`src/inc/namf_pkg.sv`:
```
// Shared types, register map and timing constants of the node address mode framer.
`default_nettype none
package namf_pkg;

  // Timing: one millisecond tick derived from the 10 ns reference clock.
  localparam int unsigned CLK_PERIOD_NS = 10;
  localparam int unsigned MS_NS         = 1000000;
  localparam int unsigned CYC_PER_MS    = MS_NS / CLK_PERIOD_NS;

  // Register byte offsets.
  localparam logic [7:0] OFS_CTRL      = 8'h00;
  localparam logic [7:0] OFS_STATUS    = 8'h04;
  localparam logic [7:0] OFS_ADDR_LEN  = 8'h08;
  localparam logic [7:0] OFS_BCAST1    = 8'h0c;
  localparam logic [7:0] OFS_DELIM     = 8'h10;
  localparam logic [7:0] OFS_WILDCARD  = 8'h14;
  localparam logic [7:0] OFS_REPLY_OFS = 8'h18;
  localparam logic [7:0] OFS_QUERY_LEN = 8'h1c;
  localparam logic [7:0] OFS_TIMES     = 8'h20;
  localparam logic [7:0] OFS_INDEX     = 8'h24;
  localparam logic [7:0] OFS_QUERY_DAT = 8'h28;
  localparam logic [7:0] OFS_MADDR_DAT = 8'h2c;
  localparam logic [7:0] OFS_HADDR_DAT = 8'h30;

  // Sizes and limits.
  localparam int unsigned QUERY_BYTES = 48;
  localparam int unsigned ADDR_BYTES  = 16;
  localparam logic [4:0]  ADDR_LEN_MIN = 5'h01;
  localparam logic [4:0]  ADDR_LEN_MAX = 5'h10;
  localparam logic [2:0]  MAX_TRIES    = 3'h5;

  // Reset values.
  localparam logic [4:0]  ADDR_LEN_RST  = 5'h06;
  localparam logic [7:0]  FSTART_RST    = 8'h68;
  localparam logic [7:0]  FSTOP_RST     = 8'h16;
  localparam logic [7:0]  BC_WC_RST     = 8'hff;
  localparam logic [7:0]  MC_WC_RST     = 8'hfe;
  localparam logic [5:0]  REPLY_OFS_RST = 6'h01;
  localparam logic [15:0] BOOT_MS_RST   = 16'h0064;
  localparam logic [15:0] RESP_MS_RST   = 16'h01f4;

  typedef enum logic [2:0] {
    NAMF_OFF  = 3'b000,
    NAMF_BOOT = 3'b001,
    NAMF_SEND = 3'b010,
    NAMF_WAIT = 3'b011,
    NAMF_RUN  = 3'b100
  } namf_seq_t;

  typedef struct packed {
    logic        cyc;
    logic        stb;
    logic        we;
    logic [7:0]  adr;
    logic [3:0]  sel;
    logic [31:0] dat;
  } namf_wb_req_t;

  typedef struct packed {
    logic       valid;
    logic [7:0] data;
    logic       last;
  } namf_strm_t;

endpackage
`default_nettype wire

```
`src/hw/namf_ms_timer.sv`:
```
// Millisecond timer used for the host boot delay and the reply timeout.
`timescale 1ns/10ps
`default_nettype none
module namf_ms_timer #(
  parameter int unsigned CYC_PER_MS = namf_pkg::CYC_PER_MS
) (
  input  wire logic        ref_clk,
  input  wire logic        rst_n,
  input  wire logic        start,
  input  wire logic [15:0] ms,
  output var  logic        expired
);
  import namf_pkg::*;

  typedef struct packed {
    logic        run;
    logic [15:0] ms_left;
    logic [31:0] cyc;
    logic        expired;
  } namf_tmr_t;

  namf_tmr_t q;
  namf_tmr_t next_q;

  always_comb begin
    next_q = q;
    next_q.expired = 1'b0;
    if (start) begin
      next_q.run = 1'b1;
      next_q.ms_left = ms;
      next_q.cyc = 32'h0;
    end else if (q.run) begin
      if (q.ms_left == 16'h0) begin
        next_q.run = 1'b0;
        next_q.expired = 1'b1;
      end else if (q.cyc == CYC_PER_MS - 1) begin
        next_q.cyc = 32'h0;
        next_q.ms_left = q.ms_left - 16'h1;
      end else begin
        next_q.cyc = q.cyc + 32'h1;
      end
    end
  end

  always_ff @(posedge ref_clk) begin
    if (!rst_n) begin
      q <= '0;
    end else begin
      q <= next_q;
    end
  end

  assign expired = q.expired;
endmodule
`default_nettype wire

```
`src/hw/namf_addr_match.sv`:
```
// Compares one received address byte with the own address or a wildcard.
`timescale 1ns/10ps
`default_nettype none
module namf_addr_match (
  input  wire logic [7:0]       rx_byte,
  input  wire logic [3:0]       index,
  input  wire logic [15:0][7:0] own_addr,
  input  wire logic [7:0]       bc_wc,
  input  wire logic [7:0]       mc_wc,
  output var  logic             hit
);
  import namf_pkg::*;

  // Wildcards match a whole group, so any byte equal to one is accepted.
  always_comb begin
    hit = (rx_byte == own_addr[index]) || (rx_byte == bc_wc) || (rx_byte == mc_wc);
  end
endmodule
`default_nettype wire

```
`src/hw/namf_top.sv`:
```
// Address mode framer: host address query, head insertion and head removal.
//
// Local design decisions: the register offsets and register access over Wishbone.
`timescale 1ns/10ps
`default_nettype none
module namf_top #(
  parameter int unsigned CYC_PER_MS = namf_pkg::CYC_PER_MS
) (
  input  wire logic                   ref_clk,
  input  wire logic                   rst_n,
  input  wire namf_pkg::namf_wb_req_t wb_req,
  output var  logic                   wb_ack,
  output var  logic [31:0]            wb_rdat,
  input  wire namf_pkg::namf_strm_t   host_rx,
  output var  logic                   host_rx_ready,
  output var  namf_pkg::namf_strm_t   host_tx,
  input  wire logic                   host_tx_ready,
  output var  namf_pkg::namf_strm_t   ul,
  input  wire logic                   ul_ready,
  input  wire namf_pkg::namf_strm_t   dl,
  output var  logic                   dl_ready
);
  import namf_pkg::*;

  typedef struct packed {
    logic                          ack;
    logic [31:0]                   rdat;
    logic                          en;
    logic [4:0]                    alen;
    logic [5:0]                    bc1_len;
    logic [7:0]                    bc1_b0;
    logic [7:0]                    fstart;
    logic [7:0]                    fstop;
    logic [7:0]                    bc_wc;
    logic [7:0]                    mc_wc;
    logic [5:0]                    rofs;
    logic [5:0]                    qlen;
    logic [15:0]                   boot_ms;
    logic [15:0]                   resp_ms;
    logic [5:0]                    idx;
    logic [QUERY_BYTES-1:0][7:0]   query;
    logic [ADDR_BYTES-1:0][7:0]    maddr;
    logic [ADDR_BYTES-1:0][7:0]    haddr;
    namf_seq_t                     seq;
    logic [2:0]                    tries;
    logic                          gave_up;
    logic                          addr_ok;
    logic [5:0]                    qi;
    logic                          tmr_go;
    logic [15:0]                   tmr_ms;
    logic                          rx_rdy;
    logic                          rx_in;
    logic [5:0]                    rx_pos;
    logic [4:0]                    hd;
    logic                          pend;
    logic [7:0]                    pend_d;
    namf_strm_t                    ul;
    logic                          dl_rdy;
    logic [4:0]                    dl_pos;
    logic                          dl_drop;
    namf_strm_t                    tx;
  } namf_state_t;

  namf_state_t q;
  namf_state_t next_q;
  logic        tmr_expired;
  logic        dl_hit;
  logic [3:0]  dl_aidx;

  // Byte lane enable of a Wishbone write.
  function automatic logic lane(input namf_wb_req_t r, input int unsigned n);
    lane = r.sel[n];
  endfunction

  namf_ms_timer #(
    .CYC_PER_MS(CYC_PER_MS)
  ) u_timer (
    .ref_clk(ref_clk),
    .rst_n  (rst_n),
    .start  (q.tmr_go),
    .ms     (q.tmr_ms),
    .expired(tmr_expired)
  );

  assign dl_aidx = 4'(q.dl_pos - 5'h1);

  namf_addr_match u_match (
    .rx_byte (dl.data),
    .index   (dl_aidx),
    .own_addr(q.maddr),
    .bc_wc   (q.bc_wc),
    .mc_wc   (q.mc_wc),
    .hit     (dl_hit)
  );

  always_comb begin
    logic       host_mode;
    logic       acc;
    logic       dacc;
    logic       ul_free;
    logic       tx_free;
    logic [6:0] cap;
    logic [4:0] hidx;
    logic       wr;
    host_mode = 1'b0;
    acc = 1'b0;
    dacc = 1'b0;
    ul_free = 1'b0;
    tx_free = 1'b0;
    cap = 7'h0;
    hidx = 5'h0;
    wr = 1'b0;
    next_q = q;
    next_q.tmr_go = 1'b0;

    // Host address mode whenever a query is stored, or nothing is stored at all.
    host_mode = (q.qlen != 6'h0) || (q.bc1_len == 6'h0);

    // Register bus: one wait state, ack for one cycle, unmapped reads give zero.
    next_q.ack = 1'b0;
    wr = wb_req.cyc && wb_req.stb && !q.ack && wb_req.we;
    if (wb_req.cyc && wb_req.stb && !q.ack) begin
      next_q.ack = 1'b1;
      next_q.rdat = 32'h0;
      case (wb_req.adr)
        OFS_CTRL:      next_q.rdat = {31'h0, q.en};
        OFS_STATUS:    next_q.rdat = {20'h0, q.seq, q.tries, q.gave_up, q.addr_ok,
                                      ~host_mode, host_mode, 2'h0};
        OFS_ADDR_LEN:  next_q.rdat = {27'h0, q.alen};
        OFS_BCAST1:    next_q.rdat = {16'h0, q.bc1_b0, 2'h0, q.bc1_len};
        OFS_DELIM:     next_q.rdat = {16'h0, q.fstop, q.fstart};
        OFS_WILDCARD:  next_q.rdat = {16'h0, q.mc_wc, q.bc_wc};
        OFS_REPLY_OFS: next_q.rdat = {26'h0, q.rofs};
        OFS_QUERY_LEN: next_q.rdat = {26'h0, q.qlen};
        OFS_TIMES:     next_q.rdat = {q.resp_ms, q.boot_ms};
        OFS_INDEX:     next_q.rdat = {26'h0, q.idx};
        OFS_QUERY_DAT: next_q.rdat = {24'h0, q.query[q.idx]};
        OFS_MADDR_DAT: next_q.rdat = {24'h0, q.maddr[q.idx[3:0]]};
        OFS_HADDR_DAT: next_q.rdat = {24'h0, q.haddr[q.idx[3:0]]};
        default:       next_q.rdat = 32'h0;
      endcase
    end
    if (wr && lane(wb_req, 0)) begin
      case (wb_req.adr)
        OFS_CTRL:      next_q.en = wb_req.dat[0];
        OFS_ADDR_LEN: begin
          if (wb_req.dat[4:0] >= ADDR_LEN_MIN && wb_req.dat[4:0] <= ADDR_LEN_MAX) begin
            next_q.alen = wb_req.dat[4:0];
          end
        end
        OFS_BCAST1:    next_q.bc1_len = wb_req.dat[5:0];
        OFS_DELIM:     next_q.fstart = wb_req.dat[7:0];
        OFS_WILDCARD:  next_q.bc_wc = wb_req.dat[7:0];
        OFS_REPLY_OFS: next_q.rofs = wb_req.dat[5:0];
        OFS_QUERY_LEN: next_q.qlen = (wb_req.dat[5:0] > 6'(QUERY_BYTES)) ?
                                     6'(QUERY_BYTES) : wb_req.dat[5:0];
        OFS_TIMES:     next_q.boot_ms[7:0] = wb_req.dat[7:0];
        OFS_INDEX:     next_q.idx = (wb_req.dat[5:0] >= 6'(QUERY_BYTES)) ?
                                    6'h0 : wb_req.dat[5:0];
        OFS_QUERY_DAT: next_q.query[q.idx] = wb_req.dat[7:0];
        OFS_MADDR_DAT: next_q.maddr[q.idx[3:0]] = wb_req.dat[7:0];
        default:       next_q.en = q.en;
      endcase
    end
    if (wr && lane(wb_req, 1)) begin
      case (wb_req.adr)
        OFS_BCAST1:    next_q.bc1_b0 = wb_req.dat[15:8];
        OFS_DELIM:     next_q.fstop = wb_req.dat[15:8];
        OFS_WILDCARD:  next_q.mc_wc = wb_req.dat[15:8];
        OFS_TIMES:     next_q.boot_ms[15:8] = wb_req.dat[15:8];
        default:       next_q.en = next_q.en;
      endcase
    end
    if (wr && wb_req.adr == OFS_TIMES) begin
      if (lane(wb_req, 2)) begin
        next_q.resp_ms[7:0] = wb_req.dat[23:16];
      end
      if (lane(wb_req, 3)) begin
        next_q.resp_ms[15:8] = wb_req.dat[31:24];
      end
    end

    // Output slots free up when the far side takes them.
    ul_free = !q.ul.valid || ul_ready;
    tx_free = !q.tx.valid || host_tx_ready;
    if (ul_free) begin
      next_q.ul.valid = 1'b0;
    end
    if (tx_free) begin
      next_q.tx.valid = 1'b0;
    end
    acc = host_rx.valid && q.rx_rdy;
    dacc = dl.valid && q.dl_rdy;

    // Power-up address sequence.
    case (q.seq)
      NAMF_OFF: begin
        if (q.en) begin
          if (q.qlen != 6'h0) begin
            next_q.seq = NAMF_BOOT;
            next_q.tmr_go = 1'b1;
            next_q.tmr_ms = q.boot_ms;
          end else begin
            next_q.seq = NAMF_RUN;
          end
        end
      end
      NAMF_BOOT: begin
        if (tmr_expired) begin
          next_q.seq = NAMF_SEND;
          next_q.qi = 6'h0;
        end
      end
      NAMF_SEND: begin
        if (tx_free) begin
          next_q.tx.valid = 1'b1;
          next_q.tx.data = q.query[q.qi];
          next_q.tx.last = (q.qi == q.qlen - 6'h1);
          next_q.qi = q.qi + 6'h1;
          if (q.qi == q.qlen - 6'h1) begin
            next_q.seq = NAMF_WAIT;
            next_q.tries = q.tries + 3'h1;
            next_q.tmr_go = 1'b1;
            next_q.tmr_ms = q.resp_ms;
          end
        end
      end
      NAMF_WAIT: begin
        if (q.addr_ok) begin
          next_q.seq = NAMF_RUN;
        end else if (tmr_expired) begin
          if (q.tries == MAX_TRIES) begin
            next_q.seq = NAMF_RUN;
            next_q.gave_up = 1'b1;
          end else begin
            next_q.seq = NAMF_SEND;
            next_q.qi = 6'h0;
          end
        end
      end
      NAMF_RUN: begin
        next_q.seq = NAMF_RUN;
      end
      default: begin
        next_q.seq = NAMF_OFF;
      end
    endcase

    // Host side parsing; the reply and any later frame share the same layout.
    if (acc) begin
      cap = 7'(q.rx_pos) - 7'(q.rofs);
      if (!q.rx_in) begin
        if (host_rx.data == q.fstart) begin
          next_q.rx_in = 1'b1;
          next_q.rx_pos = 6'h1;
        end
      end else begin
        if (q.rx_pos != 6'h3f) begin
          next_q.rx_pos = q.rx_pos + 6'h1;
        end
        if (host_rx.data == q.fstop) begin
          next_q.rx_in = 1'b0;
          if (host_mode && !q.addr_ok && q.rx_pos >= q.rofs && cap >= 7'(q.alen)) begin
            next_q.addr_ok = 1'b1;
          end
        end else if (host_mode && !q.addr_ok && q.rx_pos >= q.rofs
                     && cap < 7'(q.alen)) begin
          next_q.haddr[cap[3:0]] = host_rx.data;
        end
      end
    end

    // Uplink: host frames to the mesh, with the head inserted in module mode.
    if (q.seq == NAMF_RUN && acc) begin
      if (!host_mode) begin
        if (!q.rx_in && host_rx.data == q.fstart) begin
          next_q.pend = 1'b1;
          next_q.pend_d = host_rx.data;
          next_q.hd = q.alen + 5'h1;
        end else if (q.rx_in) begin
          next_q.ul.valid = 1'b1;
          next_q.ul.data = host_rx.data;
          next_q.ul.last = (host_rx.data == q.fstop);
        end
      end else begin
        next_q.ul.valid = 1'b1;
        next_q.ul.data = host_rx.data;
        next_q.ul.last = q.rx_in && (host_rx.data == q.fstop);
      end
    end
    if (ul_free && q.hd != 5'h0) begin
      hidx = q.alen + 5'h1 - q.hd;
      next_q.ul.valid = 1'b1;
      next_q.ul.last = 1'b0;
      next_q.ul.data = (hidx == 5'h0) ? q.bc1_b0 : q.maddr[4'(hidx - 5'h1)];
      next_q.hd = q.hd - 5'h1;
    end else if (ul_free && q.pend) begin
      next_q.ul.valid = 1'b1;
      next_q.ul.data = q.pend_d;
      next_q.ul.last = 1'b0;
      next_q.pend = 1'b0;
    end

    // Downlink: mesh frames to the host, head checked and removed in module mode.
    if (dacc) begin
      next_q.dl_pos = dl.last ? 5'h0 : ((q.dl_pos == 5'h1f) ? q.dl_pos : q.dl_pos + 5'h1);
      next_q.dl_drop = dl.last ? 1'b0 : q.dl_drop;
      if (host_mode) begin
        if (q.addr_ok) begin
          next_q.tx.valid = 1'b1;
          next_q.tx.data = dl.data;
          next_q.tx.last = dl.last;
        end
      end else if (q.dl_pos == 5'h0) begin
        next_q.dl_drop = dl.last ? 1'b0 : q.dl_drop;
      end else if (q.dl_pos <= q.alen) begin
        if (!dl_hit && !dl.last) begin
          next_q.dl_drop = 1'b1;
        end
      end else if (!q.dl_drop) begin
        next_q.tx.valid = 1'b1;
        next_q.tx.data = dl.data;
        next_q.tx.last = dl.last;
      end
    end

    // Host ready always in the wait state; otherwise only in run when the single output slot is known to be empty next cycle.
    next_q.rx_rdy = (next_q.seq == NAMF_WAIT) ||
                    (next_q.seq == NAMF_RUN && next_q.hd == 5'h0 && !next_q.pend
                     && !next_q.ul.valid);
    next_q.dl_rdy = (next_q.seq == NAMF_RUN) && !next_q.tx.valid;
  end

  always_ff @(posedge ref_clk) begin
    if (!rst_n) begin
      q <= '0;
      q.alen <= ADDR_LEN_RST;
      q.fstart <= FSTART_RST;
      q.fstop <= FSTOP_RST;
      q.bc_wc <= BC_WC_RST;
      q.mc_wc <= MC_WC_RST;
      q.rofs <= REPLY_OFS_RST;
      q.boot_ms <= BOOT_MS_RST;
      q.resp_ms <= RESP_MS_RST;
      q.seq <= NAMF_OFF;
    end else begin
      q <= next_q;
    end
  end

  assign wb_ack = q.ack;
  assign wb_rdat = q.rdat;
  assign host_rx_ready = q.rx_rdy;
  assign host_tx = q.tx;
  assign ul = q.ul;
  assign dl_ready = q.dl_rdy;
endmodule
`default_nettype wire

```
`config.mk`:
```
export PLATFORM = sky130hd
export DESIGN_NAME = namf_top
export DESIGN_NICKNAME = d
export VERILOG_FILES = /design/src/inc/namf_pkg.sv /design/src/hw/namf_ms_timer.sv /design/src/hw/namf_addr_match.sv /design/src/hw/namf_top.sv
export SDC_FILE = /design/constraint.sdc
export NUM_CORES = 2
export LEC_CHECK = 0
export ABC_AREA = 1
export BUFFER_PORTS_ARGS = -buffer_cell sky130_fd_sc_hd__buf_2
export CORE_AREA = 2 2 372 300
export CTS_CLUSTER_SIZE = 30
export DETAILED_ROUTE_END_ITERATION = 8
export DIE_AREA = 0 0 374 302
export PLACE_DENSITY = 0.72
export SYNTH_ARGS = -nofsm -noshare
export SYNTH_HDL_FRONTEND = slang
export SYNTH_SLANG_ARGS = --single-unit
```
`constraint.sdc`:
```
create_clock -name ref_clk -period 8.75 [get_ports ref_clk]
set_clock_uncertainty 0.15 [all_clocks]
set_input_delay 0.4375 -clock ref_clk [delete_from_list [all_inputs] [get_ports ref_clk]]
set_output_delay 0.4375 -clock ref_clk [all_outputs]
set_load 0.005 [all_outputs]
```
==> results.txt <==
outcome - complete, no violations
Post-CTS Setup Bufs - 0
DRT iter0 DRCs - 6928
vias in the first global route - 45100
Critical R2R Launch - q[721]
Post-synth EDFFs - 0
R2R setup slack - 4.10 ns
Lkg Pwr - 19.3 nW
via count - 50700
H-Tree Depth - 3
layout cells sized above 1 - 6.37%
Hold Path Sink - host_tx[1]
number of buffers created by CTS - 95
syn nets - 7563
routability cong. - 0.978
Via density - 5.81
DRT Pass-1 Iters - 9
Num Clock Sinks - 905
min-delay src - dl[1]
CP Max Fanout - 68
WP data required - 9.14 ns
cell row count - 109
peak supply drop - 0.176 mV
main flop type after synthesis - dfxtp_1
internal power - 0.00701 W
clock power share - 44.2%
critical path class - reg2reg
initial antenna violation count - 5
P_sw - 0.00269 W
reg2reg end - wb_rdat[4]
Die ar. - 0.113 mm^2
Fillers - 11000
post-DR wirelength/cell - 19.9 um
largest net degree at the start of global routing - 143
critical path arrival - 5.04 ns
Fin. Hold Viols - 0
global-route wire length before repair - 264000 um
Max Slew Vio Count - 0
WL final - 173000 um
# IOs - 126
final setup violation count - 0
Die Ht - 302 um
CTS tree - yes
overall routing resource usage - 29.3%
fin worst setup slack - 4.10 ns
clock-pin slew on the worst setup and hold paths - 0.07 ns
total gr overflow - 0
worst hold path stage count - 3
synthesized instance count - 7455
Final Core Density - 48.1%
register area share after synthesis - 37.1%
Seq cells post-synth - 905
Min-Delay Path Class - in2reg
starting density of the core - 44.6%
post-synthesis average cell area - 6.55 um^2
Die X - 374 um
remaining routing DRC violations - 0
Final nets - 7303
final period utilization - 53.2%
FF-to-FF path depth - 15
synth unique cells - 58
Startpoint Class - flip-flop
Switching Share - 27.8%
Peak Freq - 215 MHz
normalized max-slew margin - 18.8%
Hold WS - 0.0761 ns
dpl ws - 4.13 ns
worst-margin pin slew - 1.21 ns
Port Buffers - 124
Final ANT Viol Nets - 0
Period minus WS final - 4.65 ns
synthesized area - 0.0488 mm^2
power share of the sequential group - 42.8%
core box area - 0.110 mm^2
Cell Pwr Density - 184 mW/mm^2
Post-DP HPWL - 110000 um
CTS Root Cell - clkbuf_16
asr flop ratio synth - 0%
setup_tns - 0 ns
Skew-Pair Late Insertion Delay - 0.70 ns
area grow syn2layout - 7.91%
max_cap viols - 0
Clock Path Buffers - 3
Warnings, synthesis - 0
RSZ-0062 raised after global routing - false
Logic pwr share - 13.0%
Crit. End Element - flip-flop
## placed cells by master (no fill, tap or decap), types with 5 or more instances in the layout
master,netlist,layout
buf_4,73,61
clkbuf_8,0,26
nor3_1,45,45
nand2_2,7,7
nor3b_1,7,7
a22oi_1,33,33
xnor2_1,18,18
clkinv_1,8,7
buf_2,127,123
o22ai_1,22,22
ha_1,35,34
or2_2,21,21
a21oi_1,1168,1168
inv_1,717,715
clkinv_2,0,18
inv_2,15,17
nand3b_1,8,8
nand4_4,9,9
nand2_1,1506,1505
dlygate4sd3_1,0,27
dfxtp_1,905,900
nand4_1,73,73
nor3_4,7,7
o211ai_1,35,35
nor2_4,9,14
o2111ai_1,5,5
o21a_1,13,13
clkbuf_16,0,96
o21ai_0,1182,1182
o21ai_1,23,23
a211oi_1,15,15
nor2_2,23,23
clkbuf_1,332,16
nand3_1,413,413
bufinv_16,0,9
nor2_1,467,462
nor4_1,18,18
xor2_1,45,44
## what timing repair did
action	in CTS	in global routing
resized for setup	0	0
hold buffers	27	0
endpoints found under the hold margin	55	0
## sequential cells by signal, indices dropped and copies added (netlist names)
| name | count |
|---|---|
| ul | 10 |
| dl_ready | 1 |
| host_tx | 10 |
| q | 800 |
| wb_rdat | 32 |
| host_rx_ready | 1 |
| wb_ack | 1 |
| u_timer.q | 49 |
| u_timer.expired | 1 |
## cell families (layout without fill, tap and decap cells)
family,Yosys count,in the layout,share of synthesized area (%)
other cells,0,3,0
flops,905,905,37.1
buf+inv,1311,1128,11.2
fa+ha+maj,37,37,0.979
xor+xnor,66,66,1.24
simple gates,2624,2624,23.0
compound gates,2512,2512,26.4
## routing by layer
layer	GRT usage, %	part of all wire, %	up-vias
met2	43.0	41	2968
met5	0	0	-
li1	-	-	24200
met1	41.1	42	23100
met4	11.8	4.1	0
met3	7.29	13	497
## power by group through the flow
stage | clock network, W | logic [W] | registers [W]
floorplan | 0 | 0.000831 | 0.00424
global placement | 0 | 0.00118 | 0.00424
detailed placement | 0 | 0.00119 | 0.00425
CTS | 0.00431 | 0.00121 | 0.00415
global route | 0.00448 | 0.00136 | 0.00415
finish | 0.00429 | 0.00126 | 0.00415
## Yosys cell counts (2+ instances only)
| cell type | n | area (um^2) |
|---|---|---|
| clkbuf_1 | 332 | 1250 |
| nor3_1 | 45 | 225 |
| a21oi_1 | 1168 | 5850 |
| nor4_1 | 18 | 113 |
| inv_2 | 15 | 56.3 |
| nand3_1 | 413 | 2070 |
| o211ai_1 | 35 | 263 |
| ha_1 | 35 | 438 |
| buf_6 | 14 | 158 |
| nand4_1 | 73 | 457 |
| nand2_2 | 7 | 43.8 |
| clkinv_1 | 8 | 30.0 |
| nor3b_1 | 7 | 52.6 |
| o22ai_1 | 22 | 138 |
| buf_2 | 127 | 636 |
| o21ai_0 | 1182 | 5920 |
| a22oi_1 | 33 | 248 |
| xnor2_1 | 18 | 158 |
| a31oi_1 | 3 | 18.8 |
| nor2_2 | 23 | 144 |
| nor3_4 | 7 | 114 |
| nand3b_1 | 8 | 60.1 |
| a221oi_1 | 4 | 35.0 |
| nor2_1 | 467 | 1750 |
| o21ai_1 | 23 | 115 |
| or2_2 | 21 | 131 |
| nand3_2 | 2 | 20.0 |
| nor2_8 | 3 | 60.1 |
| xor2_1 | 45 | 394 |
| nand4_4 | 9 | 191 |
| o21bai_1 | 2 | 15.0 |
| buf_1 | 24 | 90.1 |
| nand2_1 | 1506 | 5650 |
| a211oi_1 | 15 | 113 |
| inv_1 | 717 | 2690 |
| nor2_4 | 9 | 101 |
| o2111ai_1 | 5 | 43.8 |
| dfxtp_1 | 905 | 18100 |
| buf_4 | 73 | 548 |
| o21a_1 | 13 | 97.6 |
| fa_1 | 2 | 40.0 |
## through the flow
step                      std cells  power (W)  cell area, um^2
final                          8718    0.00970            52700
after global routing           8717     0.0100            52700
after CTS                      8715    0.00967            52700
after detailed placement       8514    0.00544            49100
after global placement         8514    0.00542            49100
after floorplan                7455    0.00507            48800
## critical path, stage by stage, from the launching register on
cell	delay, ns
dfxtp_2	0.36
inv_2	0.40
buf_4	0.71
nor2_4	0.03
buf_4	0.39
buf_4	0.54
a21oi_1	0.24
nand2_1	0.06
nand2_1	0.06
nand2_1	0.07
o21ai_0	0.69
nand3_1	0.24
nand2_1	0.13
nand2_1	0.06
nand2_1	0.22
a21oi_1	0.11
## worst max path at each step
stage | startpoint | slack, ns | endpoint | depth (start not counted)
4_1_cts | q[721] | 4.39 | wb_rdat[4] | 15
6_report | q[721] | 4.10 | wb_rdat[4] | 15
5_1_grt | q[41] | 3.98 | q[118] | 14
3_3_place_gp | host_rx[1] | 4.21 | q[108] | 13
3_5_place_dp | host_rx[1] | 4.13 | q[163] | 13
2_1_floorplan | q[816] | 5.69 | ul[2] | 15
## layout make-up
| class | instances | area (um^2) | area share (%) |
|---|---|---|---|
| Multi-Input combinational cell | 5239 | 25300 | 48.0 |
| Sequential cell | 905 | 18100 | 34.4 |
| Clock buffer | 138 | 2820 | 5.35 |
| Inverter | 741 | 2790 | 5.30 |
| Tap cell | 1443 | 1810 | 3.43 |
| Timing Repair Buffer | 213 | 1380 | 2.62 |
| Clock inverter | 36 | 453 | 0.860 |
| Antenna cell | 3 | 7.51 | 0.0143 |
Power figures use the tool's default switching activity.
